--- config.mk ---
export PLATFORM = sky130hd
export DESIGN_NAME = gst_top
export DESIGN_NICKNAME = d
export VERILOG_FILES = /design/src/gst_pkg.sv /design/src/gst_cnt_if.sv /design/src/gst_core.sv /design/src/gst_top.sv
export SDC_FILE = /design/constraint.sdc
export NUM_CORES = 1
export LEC_CHECK = 0
export BUFFER_PORTS_ARGS = -buffer_cell sky130_fd_sc_hd__buf_2
export CAP_MARGIN = 20
export CORE_UTILIZATION = 47
export DETAILED_ROUTE_END_ITERATION = 10
export PLACE_DENSITY_LB_ADDON = 0.15
export SETUP_SLACK_MARGIN = 0.3
export SLEW_MARGIN = 20
export SYNTH_ARGS = -nofsm -noshare
export SYNTH_HDL_FRONTEND = slang
export SYNTH_SLANG_ARGS = --single-unit
--- constraint.sdc ---
create_clock -name clk -period 1.8 [get_ports clk]
set_clock_uncertainty 0.05 [all_clocks]
set_input_delay 0 -clock clk [delete_from_list [all_inputs] [get_ports clk]]
set_output_delay 0 -clock clk [all_outputs]
set_load 0.01 [all_outputs]
--- src/gst_pkg.sv ---
// Constants shared by the gated sixteen-bit timer files.
// Assumes a single 50 MHz core clock and an AXI4-Lite register port.
package gst_pkg;
	// Register byte addresses.
	localparam logic [4:0] ADDR_LOW  = 5'h00;
	localparam logic [4:0] ADDR_HIGH = 5'h04;
	localparam logic [4:0] ADDR_CTRL = 5'h08;
	localparam logic [4:0] ADDR_GATE = 5'h0c;
	localparam logic [4:0] ADDR_STAT = 5'h10;
	// Control register fields.
	localparam int CTRL_ON     = 0;
	localparam int CTRL_SRC    = 1;
	localparam int CTRL_NOSYNC = 2;
	localparam int CTRL_OSC    = 3;
	localparam int CTRL_PS     = 4;
	localparam int CTRL_GE     = 6;
	localparam int CTRL_GINV   = 7;
	// Gate register fields.
	localparam int GATE_SEL    = 1;
	localparam int GATE_CSYNC  = 0;
	// Status register fields.
	localparam int STAT_OVF    = 0;
	localparam int STAT_OSC    = 1;
	localparam int STAT_FORCE  = 2;
	// Reset values.
	localparam logic [7:0]  CTRL_RST  = 8'h00;
	localparam logic [7:0]  GATE_RST  = 8'h02;
	localparam logic [15:0] COUNT_RST = 16'h0000;
	// Prescale select codes.
	localparam logic [1:0] PS_DIV1 = 2'h0;
	localparam logic [1:0] PS_DIV2 = 2'h1;
	localparam logic [1:0] PS_DIV4 = 2'h2;
	localparam logic [1:0] PS_DIV8 = 2'h3;
	// Core clock cycles per instruction cycle.
	localparam int INSTR_DIV = 4;
	// Bus responses.
	localparam logic [1:0] RESP_OKAY   = 2'h0;
	localparam logic [1:0] RESP_SLVERR = 2'h2;
endpackage

--- src/gst_cnt_if.sv ---
// Link between the timer control logic and its counter core.
// Assumes both ends run on the same core clock.
`timescale 1ns/1ps
interface gst_cnt_if;
	logic        tick;
	logic        clear_pre;
	logic        wr_lo;
	logic        wr_hi;
	logic [7:0]  wdata;
	logic [1:0]  ps_sel;
	logic [15:0] count;
	logic        ovf;
	modport ctl  (output tick, clear_pre, wr_lo, wr_hi, wdata, ps_sel, input count, ovf);
	modport core (input tick, clear_pre, wr_lo, wr_hi, wdata, ps_sel, output count, ovf);
endinterface

--- src/gst_core.sv ---
// Prescaler and sixteen-bit counter of the gated timer.
// Assumes one tick input per selected source clock, already gated.
`timescale 1ns/1ps
module gst_core #(
	parameter int PRE_W = 3
) (
	// Clock and reset.
	input wire logic clk,
	input wire logic rstn,
	// Control link.
	gst_cnt_if.core  bus
);
	logic [PRE_W-1:0] pre;
	logic             pre_done;
	logic             byte_wr;

	// The prescaler must reach a division of eight.
	if (PRE_W < 3) begin : g_chk
		$error("PRE_W must be at least 3");
	end

	// Returns the prescale terminal mask for a select code.
	function automatic logic [PRE_W-1:0] ps_mask(input logic [1:0] sel);
		unique case (sel)
			gst_pkg::PS_DIV1: return PRE_W'(3'h0);
			gst_pkg::PS_DIV2: return PRE_W'(3'h1);
			gst_pkg::PS_DIV4: return PRE_W'(3'h3);
			gst_pkg::PS_DIV8: return PRE_W'(3'h7);
		endcase
	endfunction

	// The prescale output fires when the masked count is full.
	assign pre_done = (pre & ps_mask(bus.ps_sel)) == ps_mask(bus.ps_sel);
	assign byte_wr  = bus.wr_lo | bus.wr_hi;

	// Prescale counter, hidden from software and cleared by a byte write.
	always_ff @(posedge clk or negedge rstn) begin
		if (!rstn) begin
			pre <= '0;
		end else if (bus.clear_pre) begin
			pre <= '0;
		end else if (bus.tick) begin
			pre <= pre_done ? '0 : pre + PRE_W'(1);
		end
	end

	// Counter: a byte write wins over an increment in the same cycle.
	always_ff @(posedge clk or negedge rstn) begin
		if (!rstn) begin
			bus.count <= gst_pkg::COUNT_RST;
			bus.ovf   <= 1'b0;
		end else begin
			bus.ovf <= bus.tick && pre_done && !byte_wr && bus.count == 16'hffff;
			if (bus.wr_lo) begin
				bus.count[7:0] <= bus.wdata;
			end else if (bus.wr_hi) begin
				bus.count[15:8] <= bus.wdata;
			end else if (bus.tick && pre_done) begin
				bus.count <= bus.count + 16'h0001;
			end
		end
	end
endmodule

--- src/gst_top.sv ---
// Gated sixteen-bit timer with AXI4-Lite registers.
// Assumes one 50 MHz core clock; count and gate pins are asynchronous.
`timescale 1ns/1ps
module gst_top (
	// Clock and reset.
	input  wire logic        clk,
	input  wire logic        rstn,
	// AXI4-Lite write address and data.
	input  wire logic [4:0]  s_axi_awaddr,
	input  wire logic        s_axi_awvalid,
	output logic             s_axi_awready,
	input  wire logic [31:0] s_axi_wdata,
	input  wire logic [3:0]  s_axi_wstrb,
	input  wire logic        s_axi_wvalid,
	output logic             s_axi_wready,
	// AXI4-Lite write response.
	output logic [1:0]       s_axi_bresp,
	output logic             s_axi_bvalid,
	input  wire logic        s_axi_bready,
	// AXI4-Lite read.
	input  wire logic [4:0]  s_axi_araddr,
	input  wire logic        s_axi_arvalid,
	output logic             s_axi_arready,
	output logic [31:0]      s_axi_rdata,
	output logic [1:0]       s_axi_rresp,
	output logic             s_axi_rvalid,
	input  wire logic        s_axi_rready,
	// Count and gate sources.
	input  wire logic        external_count_input,
	input  wire logic        crystal_input_pin,
	input  wire logic        gate_pin,
	input  wire logic        second_comparator_output,
	// Core status.
	input  wire logic        core_sleep,
	input  wire logic        internal_oscillator,
	input  wire logic        low_power_crystal_mode,
	// Outputs to the system.
	output logic             crystal_osc_run,
	output logic             porta_force,
	output logic             overflow_flag,
	output logic             wake_request
);
	gst_cnt_if cnt_if ();

	// Register state.
	logic [7:0]  ctrl;
	logic [7:0]  gate_cfg;
	// Write channel holding state.
	logic        aw_held;
	logic        w_held;
	logic [4:0]  waddr;
	logic [7:0]  wbyte;
	logic        wlane;
	logic        wr_fire;
	logic        wr_hit;
	// Decoded control fields.
	logic        on_bit;
	logic        src;
	logic        nosync;
	logic        gate_en;
	logic        ginv;
	logic        byte_wr;
	// Instruction clock divider.
	logic [1:0]  div;
	logic        instr_en;
	// External input sampler and edge state.
	logic        ext_src;
	logic        ext_s1;
	logic        ext_s2;
	logic        ext_s3;
	logic        ext_lvl;
	logic        ext_prev;
	logic        ext_rise;
	logic        ext_fall;
	logic        armed;
	logic        ext_event;
	logic        pend;
	// Gate sampler and decision.
	logic        gate_s1;
	logic        gate_s2;
	logic        gate_s3;
	logic        gate_lvl;
	logic        gate_level;
	logic        gate_ok;
	// Run decision.
	logic        osc_allowed;
	logic        run;

	// Returns true when an address names a mapped register.
	function automatic logic addr_mapped(input logic [4:0] a);
		return a == gst_pkg::ADDR_LOW || a == gst_pkg::ADDR_HIGH ||
			a == gst_pkg::ADDR_CTRL || a == gst_pkg::ADDR_GATE ||
			a == gst_pkg::ADDR_STAT;
	endfunction

	// Control fields.
	assign on_bit  = ctrl[gst_pkg::CTRL_ON];
	assign src     = ctrl[gst_pkg::CTRL_SRC];
	assign nosync  = ctrl[gst_pkg::CTRL_NOSYNC];
	assign gate_en = ctrl[gst_pkg::CTRL_GE];
	assign ginv    = ctrl[gst_pkg::CTRL_GINV];

	// Write channel readiness; both halves are taken in either order.
	assign s_axi_awready = !aw_held && !s_axi_bvalid;
	assign s_axi_wready  = !w_held && !s_axi_bvalid;
	assign wr_fire       = aw_held && w_held && !s_axi_bvalid;
	assign wr_hit        = wr_fire && wlane;
	assign s_axi_arready = !s_axi_rvalid;

	// Hold the write address and data until both have arrived.
	always_ff @(posedge clk or negedge rstn) begin
		if (!rstn) begin
			aw_held <= 1'b0;
			w_held  <= 1'b0;
			waddr   <= 5'h00;
			wbyte   <= 8'h00;
			wlane   <= 1'b0;
		end else if (wr_fire) begin
			aw_held <= 1'b0;
			w_held  <= 1'b0;
		end else begin
			if (s_axi_awvalid && s_axi_awready) begin
				aw_held <= 1'b1;
				waddr   <= s_axi_awaddr;
			end
			if (s_axi_wvalid && s_axi_wready) begin
				w_held <= 1'b1;
				wbyte  <= s_axi_wdata[7:0];
				wlane  <= s_axi_wstrb[0];
			end
		end
	end

	// Write response, one cycle after both halves are held.
	always_ff @(posedge clk or negedge rstn) begin
		if (!rstn) begin
			s_axi_bvalid <= 1'b0;
			s_axi_bresp  <= gst_pkg::RESP_OKAY;
		end else if (wr_fire) begin
			s_axi_bvalid <= 1'b1;
			s_axi_bresp  <= addr_mapped(waddr) ? gst_pkg::RESP_OKAY : gst_pkg::RESP_SLVERR;
		end else if (s_axi_bready) begin
			s_axi_bvalid <= 1'b0;
		end
	end

	// Control and gate registers; only byte lane zero carries bits.
	always_ff @(posedge clk or negedge rstn) begin
		if (!rstn) begin
			ctrl     <= gst_pkg::CTRL_RST;
			gate_cfg <= gst_pkg::GATE_RST;
		end else if (wr_hit && waddr == gst_pkg::ADDR_CTRL) begin
			ctrl <= wbyte;
		end else if (wr_hit && waddr == gst_pkg::ADDR_GATE) begin
			gate_cfg <= {6'h00, wbyte[1:0]};
		end
	end

	// Byte writes go to the counter core and clear its prescaler.
	assign cnt_if.wr_lo     = wr_hit && waddr == gst_pkg::ADDR_LOW;
	assign cnt_if.wr_hi     = wr_hit && waddr == gst_pkg::ADDR_HIGH;
	assign cnt_if.wdata     = wbyte;
	assign cnt_if.clear_pre = byte_wr;
	assign cnt_if.ps_sel    = ctrl[gst_pkg::CTRL_PS +: 2];
	assign byte_wr          = cnt_if.wr_lo | cnt_if.wr_hi;

	// Read answer one cycle after the address; the counter shares this clock, so reads are whole.
	always_ff @(posedge clk or negedge rstn) begin
		if (!rstn) begin
			s_axi_rvalid <= 1'b0;
			s_axi_rdata  <= 32'h0000_0000;
			s_axi_rresp  <= gst_pkg::RESP_OKAY;
		end else if (s_axi_arvalid && s_axi_arready) begin
			s_axi_rvalid <= 1'b1;
			s_axi_rresp  <= addr_mapped(s_axi_araddr) ? gst_pkg::RESP_OKAY : gst_pkg::RESP_SLVERR;
			unique case (s_axi_araddr)
				gst_pkg::ADDR_LOW:  s_axi_rdata <= {24'h000000, cnt_if.count[7:0]};
				gst_pkg::ADDR_HIGH: s_axi_rdata <= {24'h000000, cnt_if.count[15:8]};
				gst_pkg::ADDR_CTRL: s_axi_rdata <= {24'h000000, ctrl};
				gst_pkg::ADDR_GATE: s_axi_rdata <= {24'h000000, gate_cfg};
				gst_pkg::ADDR_STAT: s_axi_rdata <= {29'h0, porta_force, crystal_osc_run, overflow_flag};
				default:            s_axi_rdata <= 32'h0000_0000;
			endcase
		end else if (s_axi_rready) begin
			s_axi_rvalid <= 1'b0;
		end
	end

	// Overflow flag: a new overflow wins over a clear in the same cycle.
	always_ff @(posedge clk or negedge rstn) begin
		if (!rstn) begin
			overflow_flag <= 1'b0;
			wake_request  <= 1'b0;
		end else begin
			wake_request <= cnt_if.ovf && core_sleep;
			if (cnt_if.ovf) begin
				overflow_flag <= 1'b1;
			end else if (wr_hit && waddr == gst_pkg::ADDR_STAT && wbyte[gst_pkg::STAT_OVF]) begin
				overflow_flag <= 1'b0;
			end
		end
	end

	// Oscillator control; the port A override follows the same flop.
	assign osc_allowed = internal_oscillator | low_power_crystal_mode;
	assign porta_force = crystal_osc_run;
	always_ff @(posedge clk or negedge rstn) begin
		if (!rstn) begin
			crystal_osc_run <= 1'b0;
		end else begin
			crystal_osc_run <= ctrl[gst_pkg::CTRL_OSC] && osc_allowed;
		end
	end

	// Instruction clock enable: one core clock in four.
	assign instr_en = div == 2'(gst_pkg::INSTR_DIV - 1);
	always_ff @(posedge clk or negedge rstn) begin
		if (!rstn) begin
			div <= 2'h0;
		end else begin
			div <= div + 2'h1;
		end
	end

	// External source: the crystal when it runs, else the count pin.
	assign ext_src = crystal_osc_run ? crystal_input_pin : external_count_input;
	// Three-flop sampler; the level moves once stages two and three agree.
	always_ff @(posedge clk or negedge rstn) begin
		if (!rstn) begin
			ext_s1   <= 1'b0;
			ext_s2   <= 1'b0;
			ext_s3   <= 1'b0;
			ext_lvl  <= 1'b0;
			ext_prev <= 1'b0;
		end else begin
			ext_s1   <= ext_src;
			ext_s2   <= ext_s1;
			ext_s3   <= ext_s2;
			ext_prev <= ext_lvl;
			if (ext_s2 == ext_s3) begin
				ext_lvl <= ext_s3;
			end
		end
	end

	assign ext_rise  = ext_lvl && !ext_prev;
	assign ext_fall  = !ext_lvl && ext_prev;
	assign ext_event = ext_rise && armed && src;
	// Arming: lost when stopped or written, regained on a falling edge.
	always_ff @(posedge clk or negedge rstn) begin
		if (!rstn) begin
			armed <= 1'b0;
		end else if (!on_bit || byte_wr) begin
			armed <= 1'b0;
		end else if (ext_fall) begin
			armed <= 1'b1;
		end
	end

	// Sync mode holds an edge until the next instruction cycle; leaving it drops that edge.
	always_ff @(posedge clk or negedge rstn) begin
		if (!rstn) begin
			pend <= 1'b0;
		end else if (!on_bit || byte_wr || nosync) begin
			pend <= 1'b0;
		end else if (ext_event) begin
			pend <= 1'b1;
		end else if (instr_en) begin
			pend <= 1'b0;
		end
	end

	// Gate pin sampler, same scheme as the count input.
	always_ff @(posedge clk or negedge rstn) begin
		if (!rstn) begin
			gate_s1  <= 1'b0;
			gate_s2  <= 1'b0;
			gate_s3  <= 1'b0;
			gate_lvl <= 1'b0;
		end else begin
			gate_s1 <= gate_pin;
			gate_s2 <= gate_s1;
			gate_s3 <= gate_s2;
			if (gate_s2 == gate_s3) begin
				gate_lvl <= gate_s3;
			end
		end
	end

	// Gate choice and polarity, then the overall run decision.
	assign gate_level = gate_cfg[gst_pkg::GATE_SEL] ? second_comparator_output : gate_lvl;
	assign gate_ok    = !gate_en || (ginv ? gate_level : !gate_level);
	assign run        = on_bit && gate_ok && (!core_sleep || (src && nosync));

	// Tick to the prescaler from the selected source.
	always_comb begin
		if (!run) begin
			cnt_if.tick = 1'b0;
		end else if (!src) begin
			cnt_if.tick = instr_en;
		end else if (nosync) begin
			cnt_if.tick = ext_event;
		end else begin
			cnt_if.tick = instr_en && pend;
		end
	end

	gst_core #(
		.PRE_W (3)
	) u_core (
		.clk  (clk),
		.rstn (rstn),
		.bus  (cnt_if.core)
	);
endmodule

Word-level counts from Yosys, hierarchy flattened
Index checks and enable logic that the tools add are counted.

storage, ports and cells
  register bits = 100

operators by class
  reduce and logical (&&, ||, !) cells = 68
  bitwise logic cells = 6
  mux-type cells = 32
  add/subtract/negate cells = 3
  equal/unequal tests = 17

operators with widths
  cell                                                                   number
  8-bit case mux with 5 select lines                                     1
  1-bit logical AND                                                      27
  8-bit 2-to-1 mux                                                       3
  1-bit 2-to-1 mux                                                       21
  5-bit by 4-bit equality test with 1-bit output, second input constant  4
  2-bit nonzero test                                                     9
  16-bit by 1-bit adder with 16-bit output, second input constant        1
  16-bit equality test, second input constant                            1
  16-bit 2-to-1 mux                                                      1
  1-bit logical OR                                                       12
  3-bit case mux with 4 select lines                                     1
  1-bit logical NOT                                                      11
  5-bit by 3-bit equality test with 1-bit output, second input constant  2
  5-bit equality test, second input constant                             2
  5-bit logical NOT                                                      2
  2-bit AND reduction                                                    5
  3-bit 2-to-1 mux                                                       3
  2-bit equality test, second input constant                             3
  2-bit 2-to-1 mux                                                       2
  3-bit by 1-bit adder with 3-bit output, second input constant          1
  3-bit AND                                                              1
  3-bit equality test                                                    1
  1-bit NOT                                                              3
  3-bit nonzero test                                                     1
  6 further kinds                                                        8

Longest topological paths before layout
  depth after elaboration = 11
  mapped depth = 8
  depth with buffers taken out = 7

Hierarchy
Synthesis repeated with hierarchy kept, for this count alone.

unflattened totals
  cell total of the unflattened synthesis = 351
  area total of the unflattened synthesis = 3,807.4 um2

modules (own cells, without submodules)
  module    instances  seq. area each (um2)  area each (um2)  cells each
  gst_top   1          1,352.5               2,543.7          209
  gst_core  1          500.5                 1,263.7          142

Worst setup path after synthesis
Ideal clock, no wire load.

  path kind = register to register
  start = register gate_cfg[1]
  end = register u_core.bus.count[1]
  path buffers = 1
  stages on the path, launching flop included = 8
  required time = 1.617 ns
  path slack = -0.102 ns
  arrival = 1.719 ns
  clock period less this slack = 1.902 ns
  path through = dfstp_2 -> mux2i_1 -> mux2_4 -> o211a_4 -> buf_12 -> nand3_1 -> mux2i_1 -> a21oi_1

on the way
  word-level cells in the longest chain between the ends = 10

ends and longest elaborated chain
  item                                    line              RTL
  start: declaration                      gst_top.sv:47     logic [7:0] gate_cfg;
  start signal: assignment                gst_top.sv:151    gate_cfg <= gst_pkg::GATE_RST;
  start signal: assignment                gst_top.sv:155    gate_cfg <= {6'h00, wbyte[1:0]};
  1-bit 2-to-1 mux *                      gst_top.sv:291    assign gate_level = gate_cfg[gst_pkg::GATE_SEL] ? second_comparator_output : gate_lvl;
  1-bit logical NOT                       gst_top.sv:292    assign gate_ok = !gate_en || (ginv ? gate_level : !gate_level);
  1-bit 2-to-1 mux *                      gst_top.sv:292
  1-bit logical OR *                      gst_top.sv:292
  1-bit logical AND * (2 in series)       gst_top.sv:293    assign run = on_bit && gate_ok && (!core_sleep || (src && nosync));
  1-bit 2-to-1 mux *                      gst_top.sv:297    if (!run) begin
  1-bit logical AND *                     gst_core.sv:58    end else if (bus.tick && pre_done) begin
  2-bit nonzero test (no source line) *   -
  2-bit AND reduction (no source line) *  -
  end signal: assignment                  gst_core.sv:50    bus.count <= gst_pkg::COUNT_RST;
  end signal: assignment                  gst_core.sv:55    bus.count[7:0] <= bus.wdata;
  end signal: assignment                  gst_core.sv:59    bus.count <= bus.count + 16'h0001;
  end: declaration                        gst_cnt_if.sv:14  modport core (input tick, clear_pre, wr_lo, wr_hi, wdata, ps_sel, output count, ovf);

Every way passes the cells marked *; elsewhere a longest branch is shown, timed or not.
A chain may end at the register's enable or synchronous reset.

Final worst setup path
  start = register gate_cfg[1]
  end = register u_core.bus.count[10]

Same word-level chain as after synthesis.

==> results.py <==
metrics = {
    "status": {
        "status": "finished, violations left",
        "violations": "setup timing",
    },
    "worst_setup_path": {
        "path_cells": "mux2i_2 -> mux2_4 -> o211a_4 -> buf_4 -> nand4_1 -> a21oi_1 -> o21a_1",
        "cpPeakStageDelay_ps": 550,
        "crit_family": "multiplexers",
        "r2r-end": "u_core.bus.count[10]$_DFFE_PN0P_",
        "crit_buf_inv": 1,
        "cp.arrival_ps": 2140,
        "cp-start-kind": "flop",
        "endpoint_kind": "flop",
        "path_class": "reg -> reg",
        "worst_path_max_delay_cell": "dfstp_2",
        "reg2reg_slack_ps": -150,
        "crit_fanout": 8,
        "crit-reg2reg-launch": "gate_cfg[1]$_DFFE_PN1P_",
        "worst_r2r_path_depth": 7,
        "worstPathRequired_ps": 1990,
    },
    "yosys": {
        "synthArstFlopShare": 1.00,
        "syn_area_per_cell_um2": 10.7,
        "ys.flop_type": "dfrtp_1",
        "yosysWarnings": 0,
        "yosys-top-cells-count": "73 x dfrtp_1, 34 x nand2_1, 27 x buf_4, 27 x mux2_2, 22 x nor2_1",
        "yosysTopAreaCell": "dfrtp_1",
        "syn_inst": 351,
        "syn-cell-area_um2": 3760,
        "yosysMostFrequentCell": "dfrtp_1",
        "ys_ff_latch": 74,
        "synth_top_area_share": 0.486,
        "synth.distinct_cells": 60,
        "synth_edf_count": 0,
        "synthTopCellsByArea": "dfrtp_1 49%, mux2_2 8.1%, buf_4 5.4%",
        "ys_seq_area_frac": 0.493,
    },
    "cts": {
        "cts_tree": "built",
        "htreeDepth": 3,
        "clock_latency_ps": 350,
        "ctsLongestPathBuffers": 2,
        "cts.clk_slew.worst_paths_ps": 80,
        "cts_buffers": 9,
        "cts.root.buffer_cell": "clkbuf_8",
        "cts.sink_count": 74,
    },
    "sta": {
        "fin_crit_ps": 1950,
        "worst_pin_slew_ps": 527,
        "hold_ws_ps": 69.3,
        "period_share": 1.08,
        "drv_slew": 0,
        "fmax_mhz": 513,
        "max_slew_margin": 0.646,
        "layout_setup_ws_ps": -148,
        "hold_violations": 0,
        "setup_viol": 18,
        "fin_tns_setup_ps": -1520,
        "rsz0062_at_grt": "yes",
    },
    "routing": {
        "wl_per_cell_um": 15.8,
        "vias": 3077,
        "drt_iter0_drc": 142,
        "viasPerCell": 5.31,
        "drtPass1Iterations": 5,
        "antenna_left": 0,
        "drc": 0,
        "postRouteWirelength_um": 9140,
    },
    "floorplan": {
        "die_width_um": 91.5,
        "rows": 32,
        "coreArea_um2": 7730,
        "io-pin-count": 105,
        "die-area_um2": 8370,
        "die_h_um": 91.5,
        "initial_core_util": 0.487,
    },
    "place": {
        "place_inst": 532,
        "hpwl_um": 6420,
        "numPortBuffers": 51,
        "place_congestion": 0.865,
        "place_area_um2": 4370,
    },
    "cells_and_area": {
        "final_nets": 535,
        "instances_no_fill": 579,
        "area.growth.synth_to_final_pct": 33.3,
        "regArea_um2": 1850,
        "insertedDiodeCount": 0,
        "fin_area_um2": 5010,
        "multi_input_area_um2": 1900,
        "drive_above_1_share": 0.375,
        "nFillCells": 626,
    },
    "pwr": {
        "cellPowerDensity_nw_per_um2": 1280,
        "leakage_uw": 0.00225,
        "peakVddDrop_mv": 0.759,
    },
    "worst_hold_path": {
        "hold_class": "in -> async",
    },
    "grt": {
        "grt_max_degree": 47,
        "grt_pass1_wl_um": 14800,
        "grt.overflow.total": 0,
        "track_usage": 0.229,
        "grt_pass1_vias": 3068,
        "grt_antenna_before_repair": 0,
    },
    "job": {
        "cap_violations": 0,
    },
}
==> layer usage <==
metal / track usage / up-vias / part of all wire
met2: 0.375 / 111 / 0.48
met3: 0.0452 / 9 / 0.049
met1: 0.309 / 1501 / 0.46
met5: 0 / - / 0
li1: - / 1456 / -
met4: 0.0635 / 0 / 0.010
==> cell usage in the layout, fill, tap and decap left out, types with 4 or more instances in the layout <==
cell	instances
clkinvlp_4	4
nand4_1	4
clkbuf_8	9
a21oi_1	8
nand2_1	34
o21ai_0	10
nor2_1	21
buf_2	50
buf_4	41
a222oi_1	6
nand3_1	8
dlygate4sd3_1	26
mux2_2	15
inv_1	13
xnor2_1	5
nor3_2	6
dfrtp_1	72
conb_1	26
o21ai_1	13
mux2_4	13
==> what timing repair did <==
action | CTS | global route
buffers inserted | 3 | 2
endpoints found under the hold margin | 96 | 0
endpoints found under the setup margin | 34 | 39
hold buffers | 26 | 0
gates resized for setup | 16 | 18
pin swaps | 11 | 8
==> power breakdown <==
group / switching, uW / internal, uW
combinational: 1160 / 1260
clock: 630 / 634
sequential: 578 / 2160
total: 2360 / 4050
==> cell type report <==
class / instances / area share
Multi-Input combinational cell: 252 / 0.378
Sequential cell: 74 / 0.370
Timing Repair Buffer: 122 / 0.178
Tap cell: 102 / 0.0255
Clock buffer: 9 / 0.0247
Clock inverter: 7 / 0.0140
Inverter: 13 / 0.00973
==> flip-flops by register name (all words and copies together), names as in the netlist, 2 cells and up <==
name / cells
u_core.bus.count: 16
cnt_if.wdata: 8
ctrl: 8
s_axi_rdata: 8
waddr: 5
u_core.pre: 3
div: 2
gate_cfg: 2
==> worst max path at each step <==
stage,from,end,cells past startpoint
6_report,gate_cfg[1]$_DFFE_PN1P_,u_core.bus.count[10]$_DFFE_PN0P_,7
5_1_grt,gate_cfg[1]$_DFFE_PN1P_,u_core.bus.count[13]$_DFFE_PN0P_,6
4_1_cts,gate_cfg[1]$_DFFE_PN1P_,u_core.bus.count[8]$_DFFE_PN0P_,6
3_5_place_dp,gate_cfg[1]$_DFFE_PN1P_,u_core.bus.count[13]$_DFFE_PN0P_,6
3_3_place_gp,gate_cfg[1]$_DFFE_PN1P_,u_core.bus.count[13]$_DFFE_PN0P_,6
2_1_floorplan,gate_cfg[1]$_DFFE_PN1P_,u_core.bus.count[8]$_DFFE_PN0P_,7
==> metrics by stage <==
stage	setup slack, ps	utilization	total power (uW)
after floorplan	-83.6	-	3950
after global placement	-119	0.565	4810
after detailed placement	-185	0.565	4870
after CTS	-138	0.636	6320
after global routing	-197	0.649	6800
final	-148	0.649	6420
==> logic make-up after synthesis <==
family | count (synthesis) | share of synthesized area
buf+inv | 50 | 0.0831
compound gates | 64 | 0.117
mux | 32 | 0.0954
flops | 74 | 0.493
fa+ha+maj | 5 | 0.0153
other cells | 1 | 0.000997
xor+xnor | 7 | 0.0163
simple gates | 118 | 0.179
Power figures use the tool's default switching activity.
